### src/include/std_pkg.sv
// package: register map, field positions and carrier types for the supply threshold detector
package std_pkg;
   // register byte offsets
   localparam logic [15:0] STD_REG_CTRL = 16'h2310;
   localparam logic [15:0] STD_ALIAS_CLR = 16'h0004;
   localparam logic [15:0] STD_ALIAS_SET = 16'h0008;
   localparam logic [15:0] STD_ALIAS_INV = 16'h000c;
   // field positions
   localparam int STD_BIT_ON = 15;
   localparam int STD_BIT_IDLE = 13;
   localparam int STD_BIT_DIR = 11;
   localparam int STD_BIT_BGS = 10;
   localparam int STD_BIT_RFS = 9;
   localparam int STD_BIT_EVT = 8;
   localparam int STD_LVL_LSB = 0;
   localparam int STD_LVL_W = 4;
   // writable mask and reset value
   localparam logic [31:0] STD_WR_MASK = 32'h0000_a80f;
   localparam logic [31:0] STD_CTRL_RST = 32'h0000_0000;
   localparam logic [3:0] STD_LVL_EXT = 4'hf;
   localparam logic [3:0] STD_LVL_RST = 4'h0;
   // write operation decoded from the alias offset
   typedef enum logic [1:0] {
      STD_OP_WR = 2'h0,
      STD_OP_CLR = 2'h1,
      STD_OP_SET = 2'h2,
      STD_OP_INV = 2'h3
   } std_op_t;
   // analog status as seen from the comparator side
   typedef struct packed {
      logic cmp_above;
      logic bg_stable;
      logic ref_stable;
   } std_ana_t;
   // control word handed to the analog side
   typedef struct packed {
      logic enable;
      logic ext_sel;
      logic [3:0] level;
   } std_ctl_t;
endpackage

### src/rtl/std_sync.sv
// two-stage synchroniser for the analog status levels
`timescale 1ns/100ps
module std_sync
#(
   parameter int W = 3
)
(
   // clock, reset and enable
   input wire logic CLK,
   input wire logic SYS_RST,
   input wire logic ce,
   // levels
   input wire logic [W-1:0] din,
   output logic [W-1:0] dout
);
   logic [W-1:0] s1_q;
   logic [W-1:0] s2_q;

   // first stage only feeds the second
   always_ff @(posedge CLK)
   begin
      if (SYS_RST)
      begin
         s1_q <= '0;
         s2_q <= '0;
      end
      else if (ce)
      begin
         s1_q <= din;
         s2_q <= s1_q;
      end
   end

   assign dout = s2_q;
endmodule

### src/rtl/std_top.sv
// supply threshold detector control: register, synchronisers and event logic
`timescale 1ns/100ps
//
// Behaviour
// bit 15 enables the detector, and while it is clear no event or interrupt flag is made.
// bit 13 set halts the detector while the device is idle, clear keeps it running.
// bit 11 set makes an event when the supply reaches or rises above the trip, clear when it falls below.
// bit 10 reads the synchronised band-gap stable level and ignores writes.
// bit 9 reads the synchronised reference stable level and while low no interrupt flag is made.
// software should not enable the interrupt while the reference stable flag reads zero.
// bit 8 reads one while a detection event is active and zero otherwise.
// a crossing of the trip in the selected direction pulses the interrupt flag output.
// trip code 1111 selects the external sense input compared with the band-gap reference.
// trip codes 1110 down to 0101 pass unchanged to the analog reference selector.
// software must not program the reserved trip codes 0000 to 0100.
// bits 31 to 16, 14, 12 and 7 to 4 read zero and ignore writes.
// all implemented bits reset to zero.
// aliases at +0x4, +0x8 and +0xc clear, set and invert the written one bits.
// idle keeps the clocks running, so the detector works in idle unless bit 13 is set.
// comparator and stability levels pass a two-stage synchroniser before use.
module std_top
(
   // clock, reset, enable
   input wire logic CLK,
   input wire logic SYS_RST,
   input wire logic CE,
   // avalon-mm slave
   input wire logic [15:0] AVS_ADDRESS,
   input wire logic AVS_READ,
   input wire logic AVS_WRITE,
   input wire logic [31:0] AVS_WRITEDATA,
   input wire logic [3:0] AVS_BYTEENABLE,
   output logic [31:0] AVS_READDATA,
   output logic AVS_WAITREQUEST,
   // system state
   input wire logic IDLE_MODE,
   // analog side
   input wire std_pkg::std_ana_t ANA_IN,
   output std_pkg::std_ctl_t ANA_CTL,
   // interrupt flag pulse to the interrupt controller
   output logic DETECT_IRQ
);
   logic [31:0] ctrl_q;
   logic [31:0] ctrl_d;
   logic [2:0] sync_out;
   logic cmp_s;
   logic bg_s;
   logic rf_s;
   logic running;
   logic event_now;
   logic evt_q;
   logic irq_q;
   logic ack_q;
   logic hit;
   logic [31:0] rd_word;
   logic [31:0] be_mask;
   std_pkg::std_ctl_t ctl_q;

   // decode offset into the write operation, or flag an unmapped address
   function automatic std_pkg::std_op_t op_of(input logic [15:0] a);
      logic [15:0] d;
      d = a - std_pkg::STD_REG_CTRL;
      case (d)
         std_pkg::STD_ALIAS_CLR: op_of = std_pkg::STD_OP_CLR;
         std_pkg::STD_ALIAS_SET: op_of = std_pkg::STD_OP_SET;
         std_pkg::STD_ALIAS_INV: op_of = std_pkg::STD_OP_INV;
         default: op_of = std_pkg::STD_OP_WR;
      endcase
   endfunction

   function automatic logic is_hit(input logic [15:0] a);
      logic [15:0] d;
      d = a - std_pkg::STD_REG_CTRL;
      is_hit = (d == 16'h0000) || (d == std_pkg::STD_ALIAS_CLR)
         || (d == std_pkg::STD_ALIAS_SET) || (d == std_pkg::STD_ALIAS_INV);
   endfunction

   std_sync #(.W(3)) u_sync
   (
      .CLK(CLK),
      .SYS_RST(SYS_RST),
      .ce(CE),
      .din({ANA_IN.cmp_above, ANA_IN.bg_stable, ANA_IN.ref_stable}),
      .dout(sync_out)
   );

   assign cmp_s = sync_out[2];
   assign bg_s = sync_out[1];
   assign rf_s = sync_out[0];

   assign hit = is_hit(AVS_ADDRESS);
   assign be_mask = {{8{AVS_BYTEENABLE[3]}}, {8{AVS_BYTEENABLE[2]}},
      {8{AVS_BYTEENABLE[1]}}, {8{AVS_BYTEENABLE[0]}}};

   // alias operations touch only writable bits selected by byte enables
   always_comb
   begin
      logic [31:0] m;
      m = std_pkg::STD_WR_MASK & be_mask;
      ctrl_d = ctrl_q;
      case (op_of(AVS_ADDRESS))
         std_pkg::STD_OP_CLR: ctrl_d = ctrl_q & ~(AVS_WRITEDATA & m);
         std_pkg::STD_OP_SET: ctrl_d = ctrl_q | (AVS_WRITEDATA & m);
         std_pkg::STD_OP_INV: ctrl_d = ctrl_q ^ (AVS_WRITEDATA & m);
         std_pkg::STD_OP_WR: ctrl_d = (ctrl_q & ~m) | (AVS_WRITEDATA & m);
         default: ctrl_d = ctrl_q;
      endcase
      ctrl_d = ctrl_d & std_pkg::STD_WR_MASK;
   end

   // one-cycle wait state: request accepted on the edge where waitrequest is low
   always_ff @(posedge CLK)
   begin
      if (SYS_RST)
         ack_q <= 1'b0;
      else if (CE)
         ack_q <= (AVS_READ || AVS_WRITE) && !ack_q;
   end

   always_ff @(posedge CLK)
   begin
      if (SYS_RST)
         AVS_WAITREQUEST <= 1'b1;
      else if (CE)
         AVS_WAITREQUEST <= !((AVS_READ || AVS_WRITE) && !ack_q);
   end

   // control register
   always_ff @(posedge CLK)
   begin
      if (SYS_RST)
         ctrl_q <= std_pkg::STD_CTRL_RST;
      else if (CE && AVS_WRITE && !AVS_WAITREQUEST && hit)
         ctrl_q <= ctrl_d;
   end

   // read word: status bits from hardware, reserved bits zero
   always_comb
   begin
      rd_word = ctrl_q & std_pkg::STD_WR_MASK;
      rd_word[std_pkg::STD_BIT_BGS] = bg_s;
      rd_word[std_pkg::STD_BIT_RFS] = rf_s;
      rd_word[std_pkg::STD_BIT_EVT] = evt_q;
   end

   always_ff @(posedge CLK)
   begin
      if (SYS_RST)
         AVS_READDATA <= 32'h0000_0000;
      else if (CE && AVS_READ && AVS_WAITREQUEST && !ack_q)
         AVS_READDATA <= hit ? rd_word : 32'h0000_0000;
   end

   // idle clocks run on; besides a clear bit 15, only the idle halt bit stops the detector
   assign running = ctrl_q[std_pkg::STD_BIT_ON]
      && !(IDLE_MODE && ctrl_q[std_pkg::STD_BIT_IDLE]);

   // comparator output is high when the sensed level is at or above the trip
   assign event_now = running && (ctrl_q[std_pkg::STD_BIT_DIR] ? cmp_s : !cmp_s);

   always_ff @(posedge CLK)
   begin
      if (SYS_RST)
         evt_q <= 1'b0;
      else if (CE)
         evt_q <= event_now;
   end

   // interrupt flag on entry into the event, gated by reference stability
   always_ff @(posedge CLK)
   begin
      if (SYS_RST)
         irq_q <= 1'b0;
      else if (CE)
         irq_q <= event_now && !evt_q && rf_s;
   end

   assign DETECT_IRQ = irq_q;

   // analog control word, code forwarded unchanged
   always_ff @(posedge CLK)
   begin
      if (SYS_RST)
      begin
         ctl_q.enable <= 1'b0;
         ctl_q.ext_sel <= 1'b0;
         ctl_q.level <= std_pkg::STD_LVL_RST;
      end
      else if (CE)
      begin
         ctl_q.enable <= running;
         ctl_q.level <= ctrl_q[std_pkg::STD_LVL_LSB +: std_pkg::STD_LVL_W];
         ctl_q.ext_sel <= ctrl_q[std_pkg::STD_LVL_LSB +: std_pkg::STD_LVL_W]
            == std_pkg::STD_LVL_EXT;
      end
   end

   assign ANA_CTL = ctl_q;

   // checks
   // status bits are readable though not writable
   localparam logic [31:0] RD_MASK = std_pkg::STD_WR_MASK
      | (32'h0000_0001 << std_pkg::STD_BIT_BGS) | (32'h0000_0001 << std_pkg::STD_BIT_RFS)
      | (32'h0000_0001 << std_pkg::STD_BIT_EVT);
endmodule

### config.mk
export PLATFORM = sky130hd
export DESIGN_NAME = std_top
export DESIGN_NICKNAME = d
export VERILOG_FILES = /design/src/include/std_pkg.sv /design/src/rtl/std_sync.sv /design/src/rtl/std_top.sv
export SDC_FILE = /design/constraint.sdc
export NUM_CORES = 1
export LEC_CHECK = 0
export ABC_AREA = 1
export BUFFER_PORTS_ARGS = -buffer_cell sky130_fd_sc_hd__clkbuf_2
export CORE_ASPECT_RATIO = 0.7
export CORE_MARGIN = 5
export CORE_UTILIZATION = 49
export CTS_CLUSTER_SIZE = 10
export DETAILED_ROUTE_END_ITERATION = 8
export GPL_ROUTABILITY_DRIVEN = 0
export PLACE_DENSITY = 0.85
export SLEW_MARGIN = 30
export SYNTH_ARGS = -nofsm -noshare
export SYNTH_HDL_FRONTEND = slang
export SYNTH_SLANG_ARGS = --single-unit
### constraint.sdc
create_clock -name CLK -period 2.14 [get_ports CLK]
set_clock_uncertainty 0.05 [all_clocks]
set_input_delay 0 -clock CLK [delete_from_list [all_inputs] [get_ports CLK]]
set_output_delay 0 -clock CLK [all_outputs]
set_load 0.02 [all_outputs]
# Word-level counts from Yosys, hierarchy flattened
# Cells that the tools add are included.
word_totals:
  reg_bits: 55
  inputBits: 61
op_classes:
  n_addsub: 1
  eq_ne: 7
  mux: 4
  bitwise_logic: 8
  n_reduce_logical: 24
ops:
  columns: ["cell", "count"]
  rows:
  - ["$pmux W16 S4", 1]
  - ["$and A16 B16 Y16", 3]
  - ["$eq A16 B4 Y1 const B", 2]
  - ["$not A16 Y16", 2]
  - ["$or A16 B16 Y16", 2]
  - ["$eq A16 B3 Y1 const B", 1]
  - ["$logic_not A16 Y1", 1]
  - ["$mux W16", 1]
  - ["$sub A16 B14 Y16 const B", 1]
  - ["$xor A16 B16 Y16", 1]
  - ["$logic_and A1 B1 Y1", 12]
  - ["$logic_not A1 Y1", 6]
  - ["$pmux W2 S3", 1]
  - ["$eq A2 B2 Y1 const B", 2]
  - ["$eq A4 B4 Y1 const B", 1]
  - ["$logic_or A1 B1 Y1", 4]
  - ["$eq A2 B1 Y1 const B", 1]
  - ["$logic_not A2 Y1", 1]
  - ["$mux W1", 1]

# Depth between registers and ports, before layout
# Gate-level depths: netlist of the first run.
logic_depth:
  word_depth: 6
  ltp_mapped: 14
  ltp_nobuf: 13

# By module
# Synthesis of the first run repeated with hierarchy kept, for this count alone.
unflattened:
  hier_cells: 285
  hier_area_um2: 1929.4
modules_own_cells:
  columns: ["module", "n_inst", "cells_per_inst", "area_per_inst_um2"]
  rows:
  - ["std_top", 1, 247, 1681.6]
  - ["std_sync", 1, 38, 247.7]

# Least setup slack after synthesis of the first run
# OpenSTA, ideal clock, no wires.
synth_timing:
  path_kind: "register to register"
  from: "register ctrl_q[11]"
  to: "register irq_q, in the netlist DETECT_IRQ"
  t_arrival_ns: 1.134
  slack_ns: 0.885
  path_stages_with_launch: 5
  synth_period_minus_slack_ns: 1.255
  path_cell_list: "dfxtp_1 -> xnor2_1 -> nand4_1 -> or3b_2 -> a21oi_1"
synth_between:
  elab_chain_cells: 4
synth_lines:
  columns: ["element", "line_no", "text"]
  rows:
  - ["start: declaration", "std_top.sv:43", "logic [31:0] ctrl_q;"]
  - ["start signal: assignment", "std_top.sv:132", "ctrl_q <= std_pkg::STD_CTRL_RST;"]
  - ["start signal: assignment", "std_top.sv:134", "ctrl_q <= ctrl_d;"]
  - ["$mux W1", "std_top.sv:159", "assign event_now = running && (ctrl_q[std_pkg::STD_BIT_DIR] ? cmp_s : !cmp_s);"]
  - ["$logic_and A1 B1 Y1", "std_top.sv:159", null]
  - ["$logic_and A1 B1 Y1 (2 in a row)", "std_top.sv:175", "irq_q <= event_now && !evt_q && rf_s;"]
  - ["end signal: assignment", "std_top.sv:175", null]
  - ["end: declaration", "std_top.sv:52", "logic irq_q;"]
# No other way between the ends.
# A chain may end at the register's enable or synchronous reset.

==> flow_summary.yaml, run 1 <==
outcome:
  status: "complete, no violations"
finish:
  nFillCells: 374
  fin_cells: 385
  syn2layout_area_growth_pct: 15.9
  final_area_mm2: 0.00229
  layout-drive-gt1-share_pct: 24.0
  fin_nets: 401
  diodes: 0
setup_path:
  worst_setup_path_start_kind: "input port"
  r2r_slack_ns: 0.78
  r2r-start: "AVS_WAITREQUEST$_SDFFE_PP1P_"
  r2r_cells: 8
  cp-endpoint: "ANA_CTL[1]$_SDFFE_PP0P_"
  critPathArrivalTime_ns: 1.65
  crit_start: "SYS_RST"
  critPathMaxFanout: 24
  worstSetupPathType: "in2reg"
  endpoint_kind: "flip-flop"
  worstPathRequired_ns: 2.30
  timing.rr.end: "ctrl_q[3]$_SDFFE_PP0P_"
floorplan:
  die_h_um: 63.2
  ios: 101
  initial_utilization_pct: 50.5
  die-area_mm2: 0.00543
  die_width_um: 86.0
  row_count: 19
  design.core.area_mm2: 0.00392
yosys:
  yosysTopAreaCell: "dfxtp_1"
  yosysTopAreaCellShare_pct: 33.4
  seq_area_frac_synth_pct: 33.4
  synthDistinctLibCells: 29
  syn_area_mm2: 0.00198
  synth.avg_cell_area_um2: 7.05
  yosys_warnings: 0
  ys_ff_latch: 33
  ys_top_cells_by_area: "dfxtp_1 33%, nand2_1 11%, buf_4 8.3%, a21oi_1 6.1%, nor2_1 6.1%"
  synth_cells: 281
global_route:
  grt_antenna_before_repair: 0
  grt_max_degree: 25
  grt_pass1_vias: 1764
  overflow: 0
  grt.total_usage_pct: 16.7
  grt_pass1_wl_mm: 7.50
detailed_routing:
  drt-pass1-iter-count: 5
  ant_nets: 0
  first_iter_violations: 116
  routedWlPerCell_um: 11.5
  vias_per_cell: 4.88
  routed_wl_mm: 4.44
  drc: 0
  vias: 1880
clocking:
  h-tree-depth: 2
  cts_buffer_depth: 2
  post_cts_resized: 0
  root_buffer: "clkbuf_8"
  clk_latency_ns: 0.28
  cts_tree: "done"
  numCtsBuffers: 5
  path_clk_slew_ns: 0.06
  cts.sinks: 33
placement:
  io_buffers: 51
  place_area_mm2: 0.00217
  place_hpwl_mm: 3.29
  dp.cells: 374
  place_ws_ns: 0.705
timing:
  fmax_mhz: 672
  maxSlewViolCount: 0
  setup_violations: 0
  rsz0062_at_grt: "false"
  fin_crit_sh_pct: 69.6
  worst_pin_slew_ns: 0.587
  hold_viol: 0
  period_minus_slack_ns: 1.49
  fin_tns_setup_ns: 0
  relSlewSlack_pct: 60.8
  worst_slack_ns: 0.651
min_path:
  hold_start: "IDLE_MODE"
  hold_class: "in2reg"
pwr:
  switchingPower_uw: 363
  seq_power_share_pct: 49.3
  p_leak_uw: 0.00109
  powerDensity_mw_per_mm2: 577
  ir_drop_v: 0.000491
  intPower_uw: 962
  clockPowerShare_pct: 35.1
  power.combinational.fraction_pct: 15.6
  sw_frac_of_total_pct: 27.4
run:
  max_cap_violations: 0
[cells in the final DEF (no fill, tap or decap), drive strengths merged, types with 6 or more instances in the layout]
| master | netlist | final |
|---|---|---|
| ha | 7 | 7 |
| a21oi | 29 | 29 |
| o21ai | 23 | 23 |
| nor2 | 38 | 38 |
| clkbuf | 7 | 58 |
| nand3 | 15 | 15 |
| conb | 1 | 22 |
| nand2 | 63 | 63 |
| inv | 25 | 25 |
| nand4 | 6 | 6 |
| dfxtp | 33 | 33 |
[cells by family after synthesis]
group	share of synthesized area [%]
AOI/OAI and AO/OA	14.5
DFF	33.4
other	0.189
adders and majority gates	4.42
xor gates and xnor gates	0.442
and+or+nand+nor	31.0
buffers and inverters	16.2
[repair_timing]
| item | CTS | global route |
|---|---|---|
| hold buffers | 4 | 0 |
| endpoints found under the hold margin | 7 | 0 |
| setup buffers | 0 | 0 |
[layer usage]
metal | part of all wire (%) | vias to the layer above | GRT usage [%]
met5 | 0 | - | 0
met4 | 1.7 | 0 | 5.53
met3 | 6.3 | 10 | 3.91
met2 | 49 | 52 | 27.9
met1 | 43 | 859 | 21.0
li1 | - | 959 | -
[worst max-delay path, cell delays in order]
cell and delay [ns]:
dlygate4sd3_1 0.55, clkbuf_2 0.21, inv_1 0.48, o21ai_0 0.22, a21oi_1 0.18
[layout make-up]
| cell class | instances | area, um^2 | share of cell area [%] |
|---|---|---|---|
| Timing Repair Buffer | 56 | 303 | 13.2 |
| Multi-Input combinational cell | 210 | 1080 | 47.0 |
| Inverter | 27 | 101 | 4.42 |
| Clock buffer | 7 | 86.3 | 3.76 |
| Tap cell | 52 | 65.1 | 2.84 |
| Sequential cell | 33 | 661 | 28.8 |
[how the worst min path moves through the flow]
stage | end | slack, ns | depth (start not counted)
finish | ANA_CTL[5]$_SDFFE_PP0P_ | 0.02 | 4
global route | ANA_CTL[5]$_SDFFE_PP0P_ | 0.04 | 4
CTS | AVS_WAITREQUEST$_SDFFE_PP1P_ | 0.02 | 4
detailed placement | u_sync.s1_q[2]$_SDFFE_PP0P_ | 0.18 | 3
global placement | u_sync.s1_q[1]$_SDFFE_PP0P_ | 0.17 | 3
floorplan | u_sync.s1_q[0]$_SDFFE_PP0P_ | 0.08 | 2
[cell usage after synthesis]
| cell | n |
|---|---|
| nand3_1 | 11 |
| nand4_1 | 6 |
| o21ai_0 | 23 |
| inv_1 | 23 |
| clkinv_1 | 2 |
| clkbuf_1 | 7 |
| nand2_2 | 2 |
| ha_1 | 7 |
| nand2_1 | 60 |
| nor2_1 | 32 |
| xnor2_1 | 1 |
| nor4_1 | 1 |
| nand3b_2 | 1 |
| or2_0 | 3 |
| inv_2 | 2 |
| conb_1 | 1 |
| buf_6 | 2 |
| or3b_2 | 1 |
| nand2_4 | 1 |
| a21oi_4 | 1 |
| buf_4 | 22 |
| buf_2 | 1 |
| a21oi_2 | 4 |
| dfxtp_1 | 33 |
| nor2_4 | 3 |
| nor2_2 | 2 |
| a21oi_1 | 24 |
| nand3_2 | 4 |
| nor2_8 | 1 |
[metrics by stage]
step           utilization (%)  power (uW)  hold slack [ns]
3_3_place_gp              55.3         859            0.173
5_1_grt                   58.5        1380           0.0445
6_report                  58.5        1320           0.0187
2_1_floorplan                -         829           0.0849
4_1_cts                   58.5        1330           0.0189
3_5_place_dp              55.3         865            0.179
[registers in the layout, indices dropped and copies added (netlist names)]
signal	flops
ack_q	1
DETECT_IRQ	1
AVS_READDATA	10
u_sync.dout	3
AVS_WAITREQUEST	1
ctrl_q	7
u_sync.s1_q	3
evt_q	1
ANA_CTL	6
[power by group through the flow]
stage	logic, uW	clock network (uW)	registers, uW
floorplan	145	0	684
global placement	193	0	666
detailed placement	198	0	667
CTS	206	467	654
global route	231	497	656
finish	207	465	654
Note: power is estimated with default switching activity, not from simulation.
==> run 2, diff against run 1 <==
--- a/config.mk
+++ b/config.mk
@@ -9,11 +9,11 @@
 export BUFFER_PORTS_ARGS = -buffer_cell sky130_fd_sc_hd__clkbuf_2
 export CORE_ASPECT_RATIO = 0.7
 export CORE_MARGIN = 5
-export CORE_UTILIZATION = 49
+export CORE_UTILIZATION = 46
 export CTS_CLUSTER_SIZE = 10
 export DETAILED_ROUTE_END_ITERATION = 8
 export GPL_ROUTABILITY_DRIVEN = 0
-export PLACE_DENSITY = 0.85
+export PLACE_DENSITY = 0.81
 export SLEW_MARGIN = 30
 export SYNTH_ARGS = -nofsm -noshare
 export SYNTH_HDL_FRONTEND = slang
==> constraint.sdc (replaced) <==
create_clock -name CLK -period 1.4 [get_ports CLK]
set_clock_uncertainty 0.05 [all_clocks]
set_input_delay 0 -clock CLK [delete_from_list [all_inputs] [get_ports CLK]]
set_output_delay 0 -clock CLK [all_outputs]
set_load 0.02 [all_outputs]
==> run 2 against run 1 <==
Compared with the run above: sequential cell count is the same; hold slack got worse by 0.013 ns; sequential share of layout area down 1.3 points; register-to-register slack lost 0.68 ns; non-clock buffer count rose by 12; via count down 0.53%; power grew 53%; combinational power increased by 60%; critical endpoint is now DETECT_IRQ$_SDFFE_PP0P_; largest power group unchanged; highest routed layer unchanged.
==> flow_summary.yaml, run 2 (same netlist as run 1, synthesis figures left out) <==
outcome:
  status: "complete, no violations"
clocking:
  cts.sinks: 33
  cts_buffer_depth: 2
  clk_latency_ns: 0.28
  path_clk_slew_ns: 0.07
  numCtsBuffers: 5
  h-tree-depth: 2
  root_buffer: "clkbuf_8"
  cts_tree: "done"
  post_cts_resized: 0
  postCtsSetupRepairBufs: 0
placement:
  place_ws_ns: -0.0267
  place_hpwl_mm: 3.54
  io_buffers: 51
floorplan:
  initial_utilization_pct: 46.6
  die_width_um: 88.4
  row_count: 20
  ios: 101
  die-area_mm2: 0.00574
  die_h_um: 64.9
  design.core.area_mm2: 0.00425
finish:
  diodes: 0
  utilization_pct: 56.5
  largest_reg_flops: 10
  layout-drive-gt1-share_pct: 26.3
  largest_register: "AVS_READDATA"
  nFillCells: 422
  syn2layout_area_growth_pct: 21.3
  fin_nets: 413
  layout_common_cells: "60 x nand2_1, 51 x clkbuf_2, 33 x dfxtp_1"
  mostFrequentLayoutCell: "nand2_1"
timing:
  worst_slack_ns: 0.102
  rsz0062_at_grt: "false"
  hold_viol: 0
  fmax_mhz: 771
  maxSlewViolCount: 0
  fin_crit_sh_pct: 92.7
  period_minus_slack_ns: 1.30
  setup_violations: 0
pwr:
  ir_drop_v: 0.000639
  intPower_uw: 1440
  powerDensity_mw_per_mm2: 842
  sw_frac_of_total_pct: 28.7
  switchingPower_uw: 580
  clockPowerShare_pct: 34.1
  seq_power_share_pct: 49.5
  p_leak_uw: 0.00116
  power.combinational.fraction_pct: 16.4
global_route:
  grt_antenna_before_repair: 0
  grt_max_degree: 22
  grt_pass1_wl_mm: 7.47
  overflow: 0
  grt_pass1_vias: 1707
  grt.total_usage_pct: 16.6
setup_path:
  r2r-start: "u_sync.dout[2]$_SDFFE_PP0P_"
  critPathMaxFanout: 2
  crit_start: "u_sync.dout[2]$_SDFFE_PP0P_"
  worstPathRequired_ns: 1.57
  worstSetupPathType: "reg2reg"
  worst_setup_path_start_kind: "flip-flop"
  endpoint_kind: "flip-flop"
  critPathArrivalTime_ns: 1.47
detailed_routing:
  vias_per_cell: 4.66
  drt-pass1-iter-count: 4
  vias: 1870
  routed_wl_mm: 4.55
  ant_nets: 0
  routedWlPerCell_um: 11.3
  first_iter_violations: 57
  drc: 0
min_path:
  hold_class: "in2reg"
  hold_start: "AVS_READ"
run:
  max_cap_violations: 0
## run 2: cell types whose count changed in the layout (fill, tap and decap cells not counted)
cell / before / now
clkinv_2: 0 / 2
dlygate4sd3_1: 4 / 6
buf_12: 0 / 1
buf_4: 1 / 10
clkbuf_8: 6 / 5
## run 2: power by group through the flow
stage          Clock [uW]  Combinational, uW  Sequential [uW]
2_1_floorplan           0                222             1050
3_3_place_gp            0                311             1020
3_5_place_dp            0                318             1020
4_1_cts               700                333             1000
5_1_grt               742                371             1000
6_report              690                332             1000
## run 2: path summary, 6_finish.rpt
check                                                     end  slack [ns]  depth (start not counted)
worst max-delay path                  DETECT_IRQ$_SDFFE_PP0P_        0.10                          4
worst max register to register        DETECT_IRQ$_SDFFE_PP0P_        0.10                          4
worst min-delay path             AVS_WAITREQUEST$_SDFFE_PP1P_       0.006                          4
worst min register to register  AVS_READDATA[10]$_SDFFE_PP0P_        0.41                          2
## run 2: final cells by class
type / instances / area, um^2 / area share, %
tap: 55 / 68.8 / 2.86
inverter: 27 / 101 / 4.22
timing repair buffer: 68 / 410 / 17.1
clock buffer: 6 / 72.6 / 3.02
sequential: 33 / 661 / 27.5
clock inverter: 2 / 10.0 / 0.417
multi-input combinational: 210 / 1080 / 44.9
## run 2: what timing repair did
| action | in CTS | in global routing |
|---|---|---|
| hold buffers | 6 | 0 |
| endpoints found under the setup margin | 0 | 1 |
| hold endpoints to repair | 10 | 0 |
## run 2: critical path, cell delays in order, from the launching register on
cell     delay [ns]
dfxtp_1        0.37
xnor2_1        0.13
nand4_1        0.11
or3b_2         0.45
a21oi_1        0.13
## run 2: metal layers
layer	track usage [%]	vias up	share of wire [%]
met5	0	-	0
met4	8.11	0	2.6
met3	4.96	12	6.2
met2	25.9	51	45
met1	20.8	821	46
li1	-	986	-
## run 2: stage by stage
stage	std cells	cell area [um^2]	hold slack [ns]	TNS [ns]	total power [uW]
after floorplan	302	2060	0.0849	0	1270
after global placement	387	2260	0.179	0	1330
after detailed placement	387	2260	0.185	-0.0502	1340
after CTS	401	2400	0.00121	0	2030
after global routing	401	2400	0.0557	0	2120
final	401	2400	0.00559	0	2020
